<file path="config.mk">
export PLATFORM = sky130hd
export DESIGN_NAME = strap_config_latch
export DESIGN_NICKNAME = d
export VERILOG_FILES = /design/src/rtl/strap_pkg.sv /design/src/rtl/strap_pin_mux.sv /design/src/rtl/strap_config_latch.sv
export SDC_FILE = /design/constraint.sdc
export NUM_CORES = 1
export LEC_CHECK = 0
export BUFFER_PORTS_ARGS = -buffer_cell sky130_fd_sc_hd__buf_2
export CAP_MARGIN = 5
export CORE_UTILIZATION = 30
export CTS_CLUSTER_DIAMETER = 200
export CTS_CLUSTER_SIZE = 10
export DETAILED_ROUTE_END_ITERATION = 16
export PLACE_DENSITY = 0.71
export SLEW_MARGIN = 15
export SYNTH_ARGS = -nofsm -noshare
export SYNTH_HDL_FRONTEND = slang
export SYNTH_SLANG_ARGS = --single-unit
export TNS_END_PERCENT = 30
</file>
<file path="constraint.sdc">
create_clock -name sys_clk -period 2.1 [get_ports sys_clk]
set_input_delay 0.42 -clock sys_clk [delete_from_list [all_inputs] [get_ports sys_clk]]
set_output_delay 0.42 -clock sys_clk [all_outputs]
set_load 0.01 [all_outputs]
</file>
<file path="src/rtl/strap_pkg.sv">
package strap_pkg;

  localparam logic [2:0] MODE_NORMAL = 3'h0;
  localparam logic [2:0] MODE_B2B = 3'h6;
  localparam logic [2:0] ADDR_DEFAULT = 3'h1;
  localparam int BIT_BCAST_OFF = 9;
  localparam int BIT_WAKE_EN = 15;
  localparam int BIT_ISOLATE = 10;
  localparam int BIT_DUPLEX = 8;
  localparam int BIT_AUTONEG = 12;
  localparam int CAPTURE_DELAY = 1;

  typedef enum logic [1:0] {
    ST_RESET = 2'b00,
    ST_CAPTURE = 2'b01,
    ST_RUN = 2'b11
  } cap_state_e;

  typedef struct packed {
    logic [2:0] mgmt_addr;
    logic bcast_off;
    logic [2:0] if_mode;
    logic wake_en;
    logic isolate;
    logic half_duplex;
    logic autoneg_en;
  } strap_cfg_s;

  typedef struct packed {
    logic bcast_off;
    logic wake_en;
    logic isolate;
    logic half_duplex;
    logic autoneg_en;
  } ctrl_bits_s;

  function automatic logic back_to_back(input logic [2:0] code);
    return code == MODE_B2B;
  endfunction

endpackage

</file>
<file path="src/rtl/strap_pin_mux.sv">
`timescale 1ns/10ps
module strap_pin_mux
  import strap_pkg::*;
(
  input wire logic sys_clk, // Clock
  input wire logic reset_n, // Async reset, low
  input wire logic run, // Reset released, pins become outputs
  input wire logic [10:0] func_out, // Functional pin values
  output logic [10:0] pin_out, // Pin drive value
  output logic [10:0] pin_oe_n // Low while driving
);

  always_ff @(posedge sys_clk or negedge reset_n) begin
    if (!reset_n) begin
      pin_oe_n <= 11'h7ff;
      pin_out <= 11'h000;
    end else begin
      pin_oe_n <= {11{~run}};
      pin_out <= run ? func_out : 11'h000;
    end
  end

endmodule

</file>
<file path="src/rtl/strap_config_latch.sv">
`timescale 1ns/10ps
module strap_config_latch
  import strap_pkg::*;
(
  input wire logic sys_clk, // System clock
  input wire logic reset_n, // Chip reset, low active
  input wire logic [2:0] mgmt_addr_strap, // Address strap pins
  input wire logic bcast_addr_off_strap, // Broadcast-off strap
  input wire logic [2:0] if_mode_strap, // Interface mode straps
  input wire logic wake_out_en_strap, // Wake output enable strap
  input wire logic isolate_strap, // Isolate strap
  input wire logic duplex_strap, // Duplex strap
  input wire logic autoneg_en_strap, // Auto-negotiation strap
  input wire logic ctrl_wr, // Software write strobe
  input wire logic [15:0] ctrl_wdata, // Software write data
  input wire logic [15:0] ctrl_wmask, // Bits written
  input wire logic [3:0] mac_txd, // MAC transmit nibble
  input wire logic mac_txen, // MAC transmit enable
  input wire logic [3:0] line_rxd, // Recovered receive nibble
  input wire logic line_rxdv, // Recovered nibble valid
  input wire logic [10:0] func_out, // Functional values for strap pins
  output logic [10:0] strap_pin_out, // Strap pin drive
  output logic [10:0] strap_pin_oe_n, // Strap pin enable, low drives
  output logic [2:0] mgmt_addr, // Management address
  output logic addr0_broadcast, // Address 0 answers as broadcast
  output logic back_to_back_mode, // Back-to-back selected
  output logic wake_en, // Wake output enabled
  output logic isolate, // Isolate mode
  output logic full_duplex, // Full duplex selected
  output logic autoneg_en, // Auto-negotiation enabled
  output logic wake_event_out_n, // Wake event, low active
  output logic wake_event_oe_n, // Wake pin drive, low drives
  input wire logic wake_event, // Internal wake event
  output logic [3:0] mac_rxd, // Receive nibble to MAC
  output logic mac_rxdv, // Receive valid to MAC
  output logic [3:0] tx_nibble, // Accepted transmit nibble
  output logic tx_nibble_valid, // Transmit nibble accepted
  output logic cfg_ready // Configuration latched
);

  cap_state_e state_reg;
  strap_cfg_s latched_cfg;
  ctrl_bits_s ctrl_reg;
  ctrl_bits_s ctrl_next;
  logic run;
  logic capture_now;
  logic seed_now;
  logic [2:0] snap_addr_reg;
  logic snap_bcast_reg;
  logic [2:0] snap_mode_reg;
  logic snap_wake_reg;
  logic snap_isolate_reg;
  logic snap_half_dup_reg;
  logic snap_autoneg_reg;

  ////////////////////////////////////////////////////////////////////
  // Capture sequence after reset release

  always_ff @(posedge sys_clk or negedge reset_n) begin
    if (!reset_n) begin
      state_reg <= ST_RESET;
    end else begin
      case (state_reg)
        ST_RESET: state_reg <= ST_CAPTURE;
        ST_CAPTURE: state_reg <= ST_RUN;
        ST_RUN: state_reg <= ST_RUN;
        default: state_reg <= ST_RESET;
      endcase
    end
  end

  // First clock after release samples pins still released as inputs
  assign capture_now = state_reg == ST_RESET;
  assign seed_now = state_reg == ST_CAPTURE;

  always_ff @(posedge sys_clk or negedge reset_n) begin
    if (!reset_n) begin
      snap_addr_reg <= ADDR_DEFAULT;
    end else if (capture_now) begin
      snap_addr_reg <= mgmt_addr_strap;
    end
  end

  always_ff @(posedge sys_clk or negedge reset_n) begin
    if (!reset_n) begin
      snap_bcast_reg <= 1'b0;
    end else if (capture_now) begin
      snap_bcast_reg <= bcast_addr_off_strap;
    end
  end

  always_ff @(posedge sys_clk or negedge reset_n) begin
    if (!reset_n) begin
      snap_mode_reg <= MODE_NORMAL;
    end else if (capture_now) begin
      snap_mode_reg <= if_mode_strap;
    end
  end

  always_ff @(posedge sys_clk or negedge reset_n) begin
    if (!reset_n) begin
      snap_wake_reg <= 1'b0;
    end else if (capture_now) begin
      snap_wake_reg <= wake_out_en_strap;
    end
  end

  always_ff @(posedge sys_clk or negedge reset_n) begin
    if (!reset_n) begin
      snap_isolate_reg <= 1'b0;
    end else if (capture_now) begin
      snap_isolate_reg <= isolate_strap;
    end
  end

  always_ff @(posedge sys_clk or negedge reset_n) begin
    if (!reset_n) begin
      snap_half_dup_reg <= 1'b1;
    end else if (capture_now) begin
      snap_half_dup_reg <= duplex_strap;
    end
  end

  always_ff @(posedge sys_clk or negedge reset_n) begin
    if (!reset_n) begin
      snap_autoneg_reg <= 1'b1;
    end else if (capture_now) begin
      snap_autoneg_reg <= autoneg_en_strap;
    end
  end

  assign latched_cfg = '{mgmt_addr: snap_addr_reg, bcast_off: snap_bcast_reg,
    if_mode: snap_mode_reg, wake_en: snap_wake_reg, isolate: snap_isolate_reg,
    half_duplex: snap_half_dup_reg, autoneg_en: snap_autoneg_reg};

  assign run = state_reg == ST_RUN;
  assign cfg_ready = run;

  ////////////////////////////////////////////////////////////////////
  // Seeded control bits

  always_comb begin
    ctrl_next = ctrl_reg;
    if (seed_now) begin
      ctrl_next.bcast_off = latched_cfg.bcast_off;
      ctrl_next.wake_en = latched_cfg.wake_en;
      ctrl_next.isolate = latched_cfg.isolate;
      ctrl_next.half_duplex = latched_cfg.half_duplex;
      ctrl_next.autoneg_en = latched_cfg.autoneg_en;
    end else if (run && ctrl_wr) begin
      if (ctrl_wmask[BIT_BCAST_OFF] && ctrl_wdata[BIT_BCAST_OFF]) begin
        ctrl_next.bcast_off = 1'b1;
      end
      if (ctrl_wmask[BIT_WAKE_EN]) begin
        ctrl_next.wake_en = ctrl_wdata[BIT_WAKE_EN];
      end
      if (ctrl_wmask[BIT_ISOLATE]) begin
        ctrl_next.isolate = ctrl_wdata[BIT_ISOLATE];
      end
      if (ctrl_wmask[BIT_DUPLEX]) begin
        ctrl_next.half_duplex = ~ctrl_wdata[BIT_DUPLEX];
      end
      if (ctrl_wmask[BIT_AUTONEG]) begin
        ctrl_next.autoneg_en = ctrl_wdata[BIT_AUTONEG];
      end
    end
  end

  always_ff @(posedge sys_clk or negedge reset_n) begin
    if (!reset_n) begin
      ctrl_reg <= '{bcast_off: 1'b0, wake_en: 1'b0, isolate: 1'b0,
                    half_duplex: 1'b1, autoneg_en: 1'b1};
    end else begin
      ctrl_reg <= ctrl_next;
    end
  end

  ////////////////////////////////////////////////////////////////////
  // Configuration outputs

  always_ff @(posedge sys_clk or negedge reset_n) begin
    if (!reset_n) begin
      mgmt_addr <= ADDR_DEFAULT;
    end else begin
      mgmt_addr <= latched_cfg.mgmt_addr;
    end
  end

  always_ff @(posedge sys_clk or negedge reset_n) begin
    if (!reset_n) begin
      addr0_broadcast <= 1'b1;
    end else begin
      addr0_broadcast <= ~ctrl_next.bcast_off;
    end
  end

  always_ff @(posedge sys_clk or negedge reset_n) begin
    if (!reset_n) begin
      back_to_back_mode <= 1'b0;
    end else begin
      back_to_back_mode <= back_to_back(latched_cfg.if_mode);
    end
  end

  always_ff @(posedge sys_clk or negedge reset_n) begin
    if (!reset_n) begin
      wake_en <= 1'b0;
    end else begin
      wake_en <= ctrl_next.wake_en;
    end
  end

  always_ff @(posedge sys_clk or negedge reset_n) begin
    if (!reset_n) begin
      isolate <= 1'b0;
    end else begin
      isolate <= ctrl_next.isolate;
    end
  end

  always_ff @(posedge sys_clk or negedge reset_n) begin
    if (!reset_n) begin
      full_duplex <= 1'b0;
    end else begin
      full_duplex <= ~ctrl_next.half_duplex;
    end
  end

  always_ff @(posedge sys_clk or negedge reset_n) begin
    if (!reset_n) begin
      autoneg_en <= 1'b1;
    end else begin
      autoneg_en <= ctrl_next.autoneg_en;
    end
  end

  ////////////////////////////////////////////////////////////////////
  // Wake pin, open drain

  always_ff @(posedge sys_clk or negedge reset_n) begin
    if (!reset_n) begin
      wake_event_out_n <= 1'b1;
    end else begin
      wake_event_out_n <= 1'b0;
    end
  end

  always_ff @(posedge sys_clk or negedge reset_n) begin
    if (!reset_n) begin
      wake_event_oe_n <= 1'b1;
    end else begin
      wake_event_oe_n <= ~(run && ctrl_next.wake_en && wake_event);
    end
  end

  ////////////////////////////////////////////////////////////////////
  // Nibble paths

  always_ff @(posedge sys_clk or negedge reset_n) begin
    if (!reset_n) begin
      mac_rxdv <= 1'b0;
    end else begin
      mac_rxdv <= run && line_rxdv;
    end
  end

  always_ff @(posedge sys_clk or negedge reset_n) begin
    if (!reset_n) begin
      mac_rxd <= 4'h0;
    end else begin
      mac_rxd <= (run && line_rxdv) ? line_rxd : 4'h0;
    end
  end

  always_ff @(posedge sys_clk or negedge reset_n) begin
    if (!reset_n) begin
      tx_nibble_valid <= 1'b0;
    end else begin
      tx_nibble_valid <= run && mac_txen;
    end
  end

  always_ff @(posedge sys_clk or negedge reset_n) begin
    if (!reset_n) begin
      tx_nibble <= 4'h0;
    end else begin
      tx_nibble <= (run && mac_txen) ? mac_txd : 4'h0;
    end
  end

  ////////////////////////////////////////////////////////////////////
  // Strap pin direction

  strap_pin_mux u_pin_mux (
    .sys_clk(sys_clk),
    .reset_n(reset_n),
    .run(run),
    .func_out(func_out),
    .pin_out(strap_pin_out),
    .pin_oe_n(strap_pin_oe_n)
  );

endmodule

</file>
==> results of run 1 <==
==> cells in the mapped netlist, drive strengths merged, types with 2 or more instances <==
cell,count
mux2,11
dfstp,10
o21ai,3
nand2,6
and2,8
and3,13
clkbuf,4
nor2b,2
and4,2
a221o,2
buf,12
nor2,2
dfrtp,38
a22oi,2
nand2b,2
==> report_power, final <==
part / switching [mW] / internal (mW)
clock: 0.283 / 0.268
combinational: 0.0789 / 0.0874
sequential: 0.0188 / 0.981
total: 0.381 / 1.34
==> final cells by class <==
| type | count | share of cell area |
|---|---|---|
| Timing Repair Buffer | 93 | 0.204 |
| Inverter | 1 | 0.00161 |
| Sequential cell | 48 | 0.521 |
| Multi-Input combinational cell | 62 | 0.194 |
| Tap cell | 72 | 0.0387 |
| Clock buffer | 7 | 0.0371 |
| Clock inverter | 1 | 0.00322 |
==> worst max-delay path, delay by kind of cell (launching register included) <==
kind / cells / cell delay (ps)
flip-flops: 1 / 540
AND/OR/NAND/NOR: 1 / 120
buffers and inverters: 2 / 260
==> path summary, 6_finish.rpt <==
check / start / end / slack [ps] / cells after the start
min in group sys_clk: wake_event / wake_event_oe_n / 270 / 2
min reg2reg: snap_addr_reg[0] / mgmt_addr[0] / 370 / 0
max: state_reg[0] / cfg_ready / 480 / 3
min: reset_n / u_pin_mux.pin_out[4] / 200 / 2
max reg2reg: state_reg[0] / snap_wake_reg / 520 / 3
max in group asynchronous: reset_n / state_reg[1] / 1490 / 2
==> metal layers <==
metal  global-route usage  up-vias  share of wire
li1                     -      591              -
met1                0.135      627           0.40
met3               0.0356        6          0.055
met4               0.0436        0         0.0078
met5                    0        -              0
met2                0.226       44           0.54
==> stage by stage <==
step | setup slack (ps) | power, mW | hold WS, ps | cell area, µm²
after global placement | 555 | 1.18 | 354 | 2240
after floorplan | 913 | 1.08 | 124 | 1770
final | 476 | 1.72 | 201 | 2330
after detailed placement | 543 | 1.19 | 357 | 2240
after CTS | 432 | 1.75 | 224 | 2330
after global routing | 319 | 1.81 | 254 | 2330
==> logic make-up after synthesis <==
group | synth area share
flops | 0.684
simple gates | 0.126
buf+inv | 0.0606
compound gates | 0.0578
mux | 0.0698
other cells | 0.00211
==> results, run 1 <==
- The run finished with clean final reports.
- At the end of the flow, the number of nets in the layout was roughly 280.
- The worst-case clock buffer depth is 2.
- For this block, the initial DRC count from the detailed router was 51.
- The via count is about 1,300.
- Synthesis inferred 48 register bits.
- u_pin_mux.pin_out holds more flip-flops than any other register.
- After clock tree synthesis, the flow added hold-fix buffers numbering 0.
- The HPWL after detailed placement is 2590 µm.
- The number of iterations in the first detailed-routing pass is 4.
- The static leakage power is about 1.2 nW.
- The horizontal die dimension is 78.9 µm.
- Leaving out fill and tap cells, the most frequent cell in the layout is buf_2.
- The slowest stage cell on the critical path is dfrtp_1.
- The all-layer global routing usage is 0.123.
- The sink count of the clock tree is 48.
- Setup repair after global routing left no endpoint under its margin.
- Entering global routing, the biggest net connects 49 pins.
- The number of top-level pins is 112.
- The endpoint type of the worst setup path is an output port.
- The data required time of the worst path is 1680 ps.
- The proportion of layout cells with a drive suffix above 1 is 0.590.
- The placeable core area is 0.00561 mm².
- The mean area per synthesized cell is 14.0 µm².
- Counting flops with a built-in enable in the synthesized netlist gives 0.
- The buffer cell driving the clock tree root is clkbuf_8.
- The core occupancy in the finished layout is 0.415.
- The TritonCTS clock tree is done.
- The post-route fraction of the period consumed by the critical path is 0.774.
- The flip-flop count of the largest register after layout is 11.
- At the worst endpoint, the arrival time is between 1000 and 1500 ps.
- Adding up every negative setup slack in the final design gives 0 ps.
- The H-tree was split into 2 levels.
- The number of global-route vias before repair is 1,280.
- The final hold violation count is 0.
- For this design the ratio of total power to cell area is roughly 740 mW/mm².
- The worst setup path is launched from a flop.
- After detailed placement, the design holds a cell count of approximately 280.
- The wire length of the first global-routing pass is 5910 µm.
- The initial antenna violation count was 0.
- The count of cell types in the netlist is 27.
- Based on the critical path, the design can be clocked at up to 0.616 GHz.
- The share of Yosys cell area claimed by the top area cell type is 0.536.
- The net count after synthesis is 195.
- The number of post-CTS setup repair buffers is 0.
- The most used flip-flop cell after synthesis is dfrtp_1.
- The sequential share of the synthesized area is 0.684.
- Setup violations remaining at the end of the flow were counted as 0.
- The number of warnings reported in the yosys synthesis log is 0.
- The critical setup path kind is flop to output port.
- The routability congestion estimate is 0.762.
- The growth of design area from synthesis to finish is 31.3%.
- The total inserted antenna cells is 0.
- The largest registers in the layout are u_pin_mux.pin_out x11, mac_rxd x4, tx_nibble x4.
- The effective utilization at floorplan is 0.316.
- After filler insertion, the fill cell instance count of the layout stands at 583.
- The die is 78.9 µm tall.
- Between clock sinks in the finished design, the worst skew comes to 2.80 ps.
- The post-detailed-route wirelength per cell is ~12 µm.
- The total wire length after detailed routing is 3480 µm.
- The worst IR drop on VDD is 251 µV.
- The final antenna-violating net count is 0.
- The clock slew seen by the registers of the worst setup and hold paths is 80 ps.
- Summed over all instances, the cell type with the most area after synthesis is dfrtp_1.
- For this run, the number of standard cells in the final layout without fillers is 284.
- Subtracting the final worst setup slack from the clock period gives between 1500 and 2000 ps.
- Along the worst path, the maximum fanout reaches 11.
- Synthesis produced a netlist whose cell count is 127.
- The post-synthesis async set-or-reset flop share is 1.00.
- In this run the cell area of the synthesized design comes to between 0.0015 and 0.002 mm².
- The number of pins with negative max-slew slack in the final report was 0.
- Leaving out fill and tap cells, the most frequent cells in the layout are buf_2, dfrtp_1, and3_1, mux2_2, dfstp_2.
- The sequential cells in the finished layout cover a total of 0.00121 mm².
- The critical path goes through nand2_1, inv_1, buf_2.
- In the final layout, the multi-input gates occupy around 450 µm².
- The CTS buffer count is 5.
- The min-delay analysis places its worst path in the category input pin to async pin.
- The die covers 0.00623 mm².
- The tool flagged a number of max-cap violations equal to 0.
- At the later pin of the worst-skew pair, clock insertion delay measures 290 ps.
- By area the synthesized netlist is led by dfrtp_1, dfstp_2, mux2_2.
- The post-cts gate resize count is 0.
- After detailed routing, the number of vias per cell comes to 4.46.
- Global routing finished with a remaining overflow of 0.
- On the worst path, the slowest cell contributes a delay of 540 ps.
- The transition time at the pin with the least slew margin is approximately 580 ps.
- Headroom to the max-slew limit came out at 0.611.
- In this run the tool buffered the top-level ports with 89 buffer cells.
- The row count is 27.
- The DRC violations left is 0.
(Power assumes the default switching activity.)
==> inputs of run 2 (changes only) <==
PLACE_DENSITY = 0.73   (was 0.71)
clock period = 1.3 ns   (was 2.1 ns; I/O delays follow)
==> run 2 against run 1 <==
The flow now finishes with violations (negative setup slack); clock power up 64%; global-route usage grew 0.17 points; core utilization increased by 5.8 points; routed wire length is 10% higher; die area unchanged; sequential share of layout area is 6.3 points lower; critical path depth is 1 lower; final area is 14% higher; largest cell class unchanged; highest routed layer unchanged.
==> results, run 2 (same netlist as run 1, synthesis figures left out) <==
- The flow ran to the end, but the final reports show violations.
- The final reports fail on negative setup slack.
- Compared with the post-synthesis result, the final layout area differs by 49.6%.
- The detailed router placed 1,324 vias in this run.
- After clock tree synthesis, the clock-pin slew on the worst setup and hold paths is 90 ps.
- The min-delay analysis places its worst path in the category input pin to flop.
- Wires add up to 3830 µm.
- The initial antenna violation count is 0.
- The die covers about 0.0062 mm².
- The static leakage power is 1.34 nW.
- Of the cells placed in the final design, the portion with a size suffix greater than 1 is 0.649.
- The largest registers in the layout are u_pin_mux.pin_out x11, mac_rxd x4, tx_nibble x4.
- The number of pins with negative max-slew slack in the final report was 0.
- For the worst-skew pair, the clock arrives at the later sink with an insertion delay of 300 ps.
- The upper clock frequency limit is 0.740 GHz.
- The register with the most flip-flops in the layout has 11 of them.
- The final worst hold slack is 92.4 ps.
- The worst hold path cell count is 2.
- The first global-routing pass estimated 5890 µm of wire.
- The horizontal die dimension is 78.9 µm.
- The count of final setup violators is 11.
- The CTS buffer count is 5.
- The number of nets at the end of the flow is 295.
- In the layout the commonest cells are buf_2, dfrtp_1, buf_6, and3_1, dfstp_2.
- TritonCTS built the clock tree.
- After detailed routing, the number of vias per cell comes to 4.41.
- The number of global-route vias before repair is 1,296.
- The row count is 27.
- The total inserted antenna cells is 0.
- At the worst endpoint, the required time is around 1000 ps.
- The worst clock skew is roughly 8.4 ps.
- The number of port buffers is 89.
- The total power is 2.80 mW.
- The overall overflow remaining after global route is 0.
- The pin count of the biggest net entering global routing is between 40 and 50.
- For this run, global-route usage on met3 was measured as 0.0506.
- The worst setup path is captured at an output port.
- The worst-case clock buffer depth is 2.
- In the global route stage, overall resource usage came out at 0.125.
- Setup repair after global routing could not meet its margin everywhere.
- Leaving out fill and tap cells, the most frequent cell in the layout is buf_2.
- The sink count of the clock tree is 48.
- The global-route track usage on met2 is 0.214.
- The clock tree synthesis step divided the H-tree into 2 levels.
- The detail route stage leaves a number of antenna-violating nets equal to 0.
- The power density over the cells is 1060 mW/mm².
- The root buffer cell chosen for the clock tree is clkbuf_8.
- The final hold violation count was 0.
- The busiest layer in global routing is met2.
- The routability congestion estimate is 0.709.
- For the worst setup path, the data arrival time is 1090 ps.
- The core occupancy in the finished layout is 0.473.
- The setup slack of the critical path after layout is -51.2 ps.
- The post-detailed-route wirelength per cell is 12.8 µm.
- u_pin_mux.pin_out holds more flip-flops than any other register.
- The number of cells traversed by the worst register-to-register path is 4.
- The number of iterations in the first detailed-routing pass is 4.
- The worst IR drop on VDD is 695 µV.
- The die span in y is 78.9 µm.
- The number of violations of the max-capacitance limit is 0.
- The post-route fraction of the period consumed by the critical path is 1.04.
- The critical setup path kind is flop to output port.
- The DRC violations left is 0.
- 112 I/O pins were placed.
- The first routing iteration left 50 violations.
- Of all nets on the critical path, the largest fanout is 6.
- The nature of the critical path startpoint is a flop.
- For this run, global-route usage on met1 was measured as 0.140.
- The initial utilization of the core area, before any placement, comes to 0.316.
- The core region is about 0.0056 mm².
- The worst path in the final design needs a cycle of 1350 ps, including I/O delays and setup.
## run 2: cell types whose count changed in the layout (fill, tap and decap cells not counted), moves of 2 or more
cell | previous run | this run
mux2_4 | 0 | 8
buf_6 | 0 | 25
clkinv_2 | 0 | 2
buf_2 | 89 | 77
mux2_2 | 11 | 3
## run 2: cell type report
cell class / count / area (µm²)
clock buffers: 6 / 82.6
clock inverters: 2 / 10.0
fillers: 527 / 2950
inverters: 1 / 3.75
multi-input cells: 62 / 512
flip-flops and latches: 48 / 1210
well taps: 72 / 90.1
repair buffers: 109 / 742
## run 2: repair_timing
action	4_1_cts	5_1_grt
setup endpoints to repair	14	26
gates cloned	0	1
gates resized for setup	13	36
hold buffers	1	0
pin swaps	1	2
setup buffers	10	2
hold endpoints to repair	38	0
## run 2: path summary, 6_finish.rpt
path / from / endpoint / slack [ps]
setup / recovery: u_pin_mux.pin_oe_n[0] / strap_pin_oe_n[3] / -50
hold / removal: wake_event / wake_event_oe_n / 90
setup reg to reg: state_reg[0] / ctrl_reg[1] / 10
hold reg to reg: snap_addr_reg[0] / mgmt_addr[0] / 370
max in group asynchronous: reset_n / wake_event_out_n / 550
min in group asynchronous: reset_n / snap_addr_reg[2] / 460
## run 2: through the flow
stage,instance area [µm²],setup slack [ps],std cells,setup TNS [ps]
after floorplan,1770,113,127,0
after global placement,2270,30.9,279,0
after detailed placement,2270,4.93,279,0
after CTS,2480,-44.7,297,-622
after global routing,2660,-89.5,300,-985
final,2660,-51.2,300,-487
## run 2: worst max-delay path: stages, from the launching register on
cell and delay [ps]:
dfstp_2 550, buf_6 130, buf_6 100
## run 2: routing by layer
metal  up-vias  wire (µm)  part of all wire
met2        63       1880              0.49
met5         -          0                 0
met3         5        320             0.083
li1        621          -                 -
met4         0         51             0.013
met1       635       1580              0.41
## run 2: power breakdown
| part | internal [mW] | switching [mW] |
|---|---|---|
| logic | 0.157 | 0.129 |
| clock network | 0.425 | 0.476 |
| registers | 1.59 | 0.0310 |
| total | 2.17 | 0.636 |
==> inputs of run 3 (changes only) <==
--- a/config.mk
+++ b/config.mk
@@ -8,3 +8,3 @@
 export BUFFER_PORTS_ARGS = -buffer_cell sky130_fd_sc_hd__buf_2
-export CAP_MARGIN = 5
+export CAP_MARGIN = 40
 export CORE_UTILIZATION = 30
--- a/constraint.sdc
+++ b/constraint.sdc
@@ -3,2 +3,2 @@
 set_output_delay 0.26 -clock sys_clk [all_outputs]
-set_load 0.01 [all_outputs]
+set_load 0.1 [all_outputs]
==> run 3 against run 2 <==
The run still ends with negative setup slack left; final cell count is 3.0% lower; via count decreased by 2.5%; power rose by 29%; critical path depth did not move; final area grew 13%; setup slack worse by 170 ps; clock power up 23%; combinational power grew to 3.0 times the previous value; maximum frequency is 11% lower; sequential cell count unchanged; hold slack improved by 9.3 ps; sequential share of layout area down 5.2 points.
==> results, run 3 (same netlist as run 1, synthesis figures left out) <==
- The final layout contains routed wiring with a total length of 3810 µm.
- The core occupancy in the finished layout is 0.536.
- The endpoint type of the worst setup path is an output port.
- The pre-antenna-repair detailed-routing pass consisted of 4 iterations.
- The run finished, with violations left.
- The post-detailed-route wirelength per cell is 13.1 µm.
- In the final layout, the registers with the most flip-flops are u_pin_mux.pin_out x11, mac_rxd x4, tx_nibble x4.
- The most common cell after layout, fill and taps aside is buf_2.
- The part of the total power dissipated in sequential elements is 0.455.
- The number of pins with negative max-slew slack in the final report was 0.
- The total number of H-tree levels is 2.
- The share of total power dissipated in combinational logic is 0.237.
- The tool flagged a number of max-cap violations equal to 0.
- Setup repair after global routing could not meet its margin everywhere.
- The register with the most flip-flops in the layout has 11 of them.
- The register with the highest flop count is u_pin_mux.pin_out.
- Of the cells placed in the final design, the portion with a size suffix greater than 1 is 0.621.
- The power density over the cells is 1200 mW/mm².
- The number of nets at the end of the flow is approximately 290.
- The count of buffering cells on the critical path with inverters included is 2.
- The TritonCTS clock tree is done.
- The die is 78.9 µm wide.
- The final reports fail on negative setup slack.
- Across every metal layer, demand over resource in global routing totals 0.133.
- Entering global routing, the biggest net connects 49 pins.
- Using the TritonRoute via totals, the vias-per-cell ratio works out to 4.44.
- The CTS buffer count is 5.
- In this run, the number of DRC markers left after iteration 0 of detailed routing was 40.
- The cell type group with the largest total delay on the critical path is flip-flops.
- The class of the most critical hold timing path is input pin to flop.
- The sink count of the clock tree is 48.
- Row generation in the floorplan step produced 27 rows.
- For the final database, setup skew stands at 4.86 ps.
- The growth of design area from synthesis to finish is 69.5%.
- The die span in y is just under 80 µm.
- The final critical-path required period is 1520 ps.
- Setup violations remaining at the end of the flow were counted as 12.
- The worst-case clock buffer depth is 2.
- The die covers 0.00623 mm².
- For this run, design rule violations remaining after detail routing come to 0.
- The top cell types in the final layout, fill and taps aside, are buf_2, dfrtp_1, buf_12, buf_4, and3_1.
- At the placement stage, the worst setup path has a slack of 19.1 ps.
- The initial antenna violation count came to 0.
- The placeable core area is 0.00561 mm².
- The clock slew seen by the registers of the worst setup and hold paths is approximately 80 ps.
- The static leakage power is ~1.4 nW.
- The buffer cell driving the clock tree root is clkbuf_8.
- STA puts the critical path data arrival time at 1260 ps.
- The fraction of power spent switching nets is 0.301.
- Internal power comes to 2.52 mW.
- Across the whole layout, storage elements account for 0.00122 mm².
- Of all nets on the critical path, the largest fanout is 5.
- The upper clock frequency limit is between 0.6 and 0.7 GHz.
- 112 I/O pins were placed.
- The number of fillers in the final layout is 480.
- The footprint of the multi-input gates is around 460 µm².
- The number of global-route vias before repair is between 1,000 and 1,500.
- The routability congestion estimate is 0.783.
- The post-route fraction of the period consumed by the critical path is 1.17.
- The nature of the critical path startpoint is a flop.
- The clock insertion delay at the later pin of the skew report is just under 300 ps.
- The biggest cell delay along the critical path is 650 ps.
- The slowest stage of the critical path belongs to the cell dfstp_4.
- The critical setup path kind is flop to output port.
- The worst-case register-to-register setup slack is ~30 ps.
- Of the total power, the clock network draws 0.308.
- The setup slack of the critical path after layout is -223 ps.
- The first global-routing pass estimated just over 6000 µm of wire.
- The total inserted antenna cells is 0.
- For the worst setup path, the data required time is 1040 ps.
- Input and output buffers added on the ports amount to 89.
- The count of nets left with antenna violations once routing finished came out at 0.
- Summed over all nets, the switching power comes to between 1 and 1.5 mW.
- The total overflow left after global routing is 0.
- Summing over every cut layer, the via total after detailed routing is 1,291.
- The effective utilization at floorplan is 0.316.
- The worst IR drop on VDD is 501 µV.
- The total power is 3.61 mW.
- The critical path goes through buf_8, buf_12.
- The detailed-placement wirelength estimate is 2940 µm.
- The final hold violation count is 0.
==> run 3: changes by cell type in the layout (fill, tap and decap cells not counted), sizes merged <==
cell,change
bufinv,+1
buf,-9
clkinv,-1
==> run 3: final timing paths <==
| kind | start | to | cells after the start |
|---|---|---|---|
| setup / recovery | u_pin_mux.pin_oe_n[0] | strap_pin_oe_n[6] | 2 |
| setup reg to reg | state_reg[0] | wake_en | 3 |
| max in group asynchronous | reset_n | autoneg_en | 3 |
| hold reg to reg | snap_addr_reg[0] | mgmt_addr[0] | 0 |
| hold / removal | wake_event | wake_event_oe_n | 2 |
| min in group asynchronous | reset_n | u_pin_mux.pin_out[2] | 3 |
==> run 3: area by class of cell <==
| cell class | instances | share of cell area |
|---|---|---|
| multi-input cells | 62 | 0.152 |
| clock inverters | 2 | 0.0129 |
| inverters | 1 | 0.00125 |
| clock buffers | 6 | 0.0275 |
| flip-flops and latches | 48 | 0.405 |
| repair buffers | 100 | 0.371 |
| well taps | 72 | 0.0300 |
==> run 3: per-layer routing <==
layer,vias to the layer above,share of wire,track usage
li1,604,-,-
met1,629,0.36,0.146
met2,48,0.55,0.230
met3,10,0.065,0.0471
met4,0,0.023,0.0618
met5,-,0,0
==> run 3: per-stage QoR <==
| step | TNS [ps] | cells | cell area [µm²] | hold WS [ps] |
|---|---|---|---|---|
| floorplan | -2080 | 127 | 1790 | -35.6 |
| detailed placement | 0 | 280 | 2810 | 280 |
| CTS | -2660 | 291 | 3000 | 90.3 |
| global route | -3100 | 291 | 3010 | 90.4 |
| finish | -2500 | 291 | 3010 | 102 |
| global placement | 0 | 280 | 2810 | 259 |
==> run 3: power groups by stage <==
| stage | Clock (mW) | Sequential (mW) | Combinational [mW] |
|---|---|---|---|
| 2_1_floorplan | 0 | 2.09 | 0.0741 |
| 3_3_place_gp | 0 | 1.67 | 0.842 |
| 3_5_place_dp | 0 | 1.67 | 0.852 |
| 4_1_cts | 1.17 | 1.64 | 0.863 |
| 5_1_grt | 1.22 | 1.65 | 0.891 |
| 6_report | 1.11 | 1.64 | 0.857 |
==> run 3: repair_timing <==
action	4_1_cts	5_1_grt
setup buffers	2	0
gates cloned	0	0
hold buffers	1	0
endpoints found under the setup margin	23	18
resized for setup	13	2
endpoints found under the hold margin	38	0
==> run 3: worst register-to-register path, cell delays in order (launching register included) <==
cell and delay, ps:
dfrtp_1 440, buf_4 180, a41o_1 190, a221o_1 340
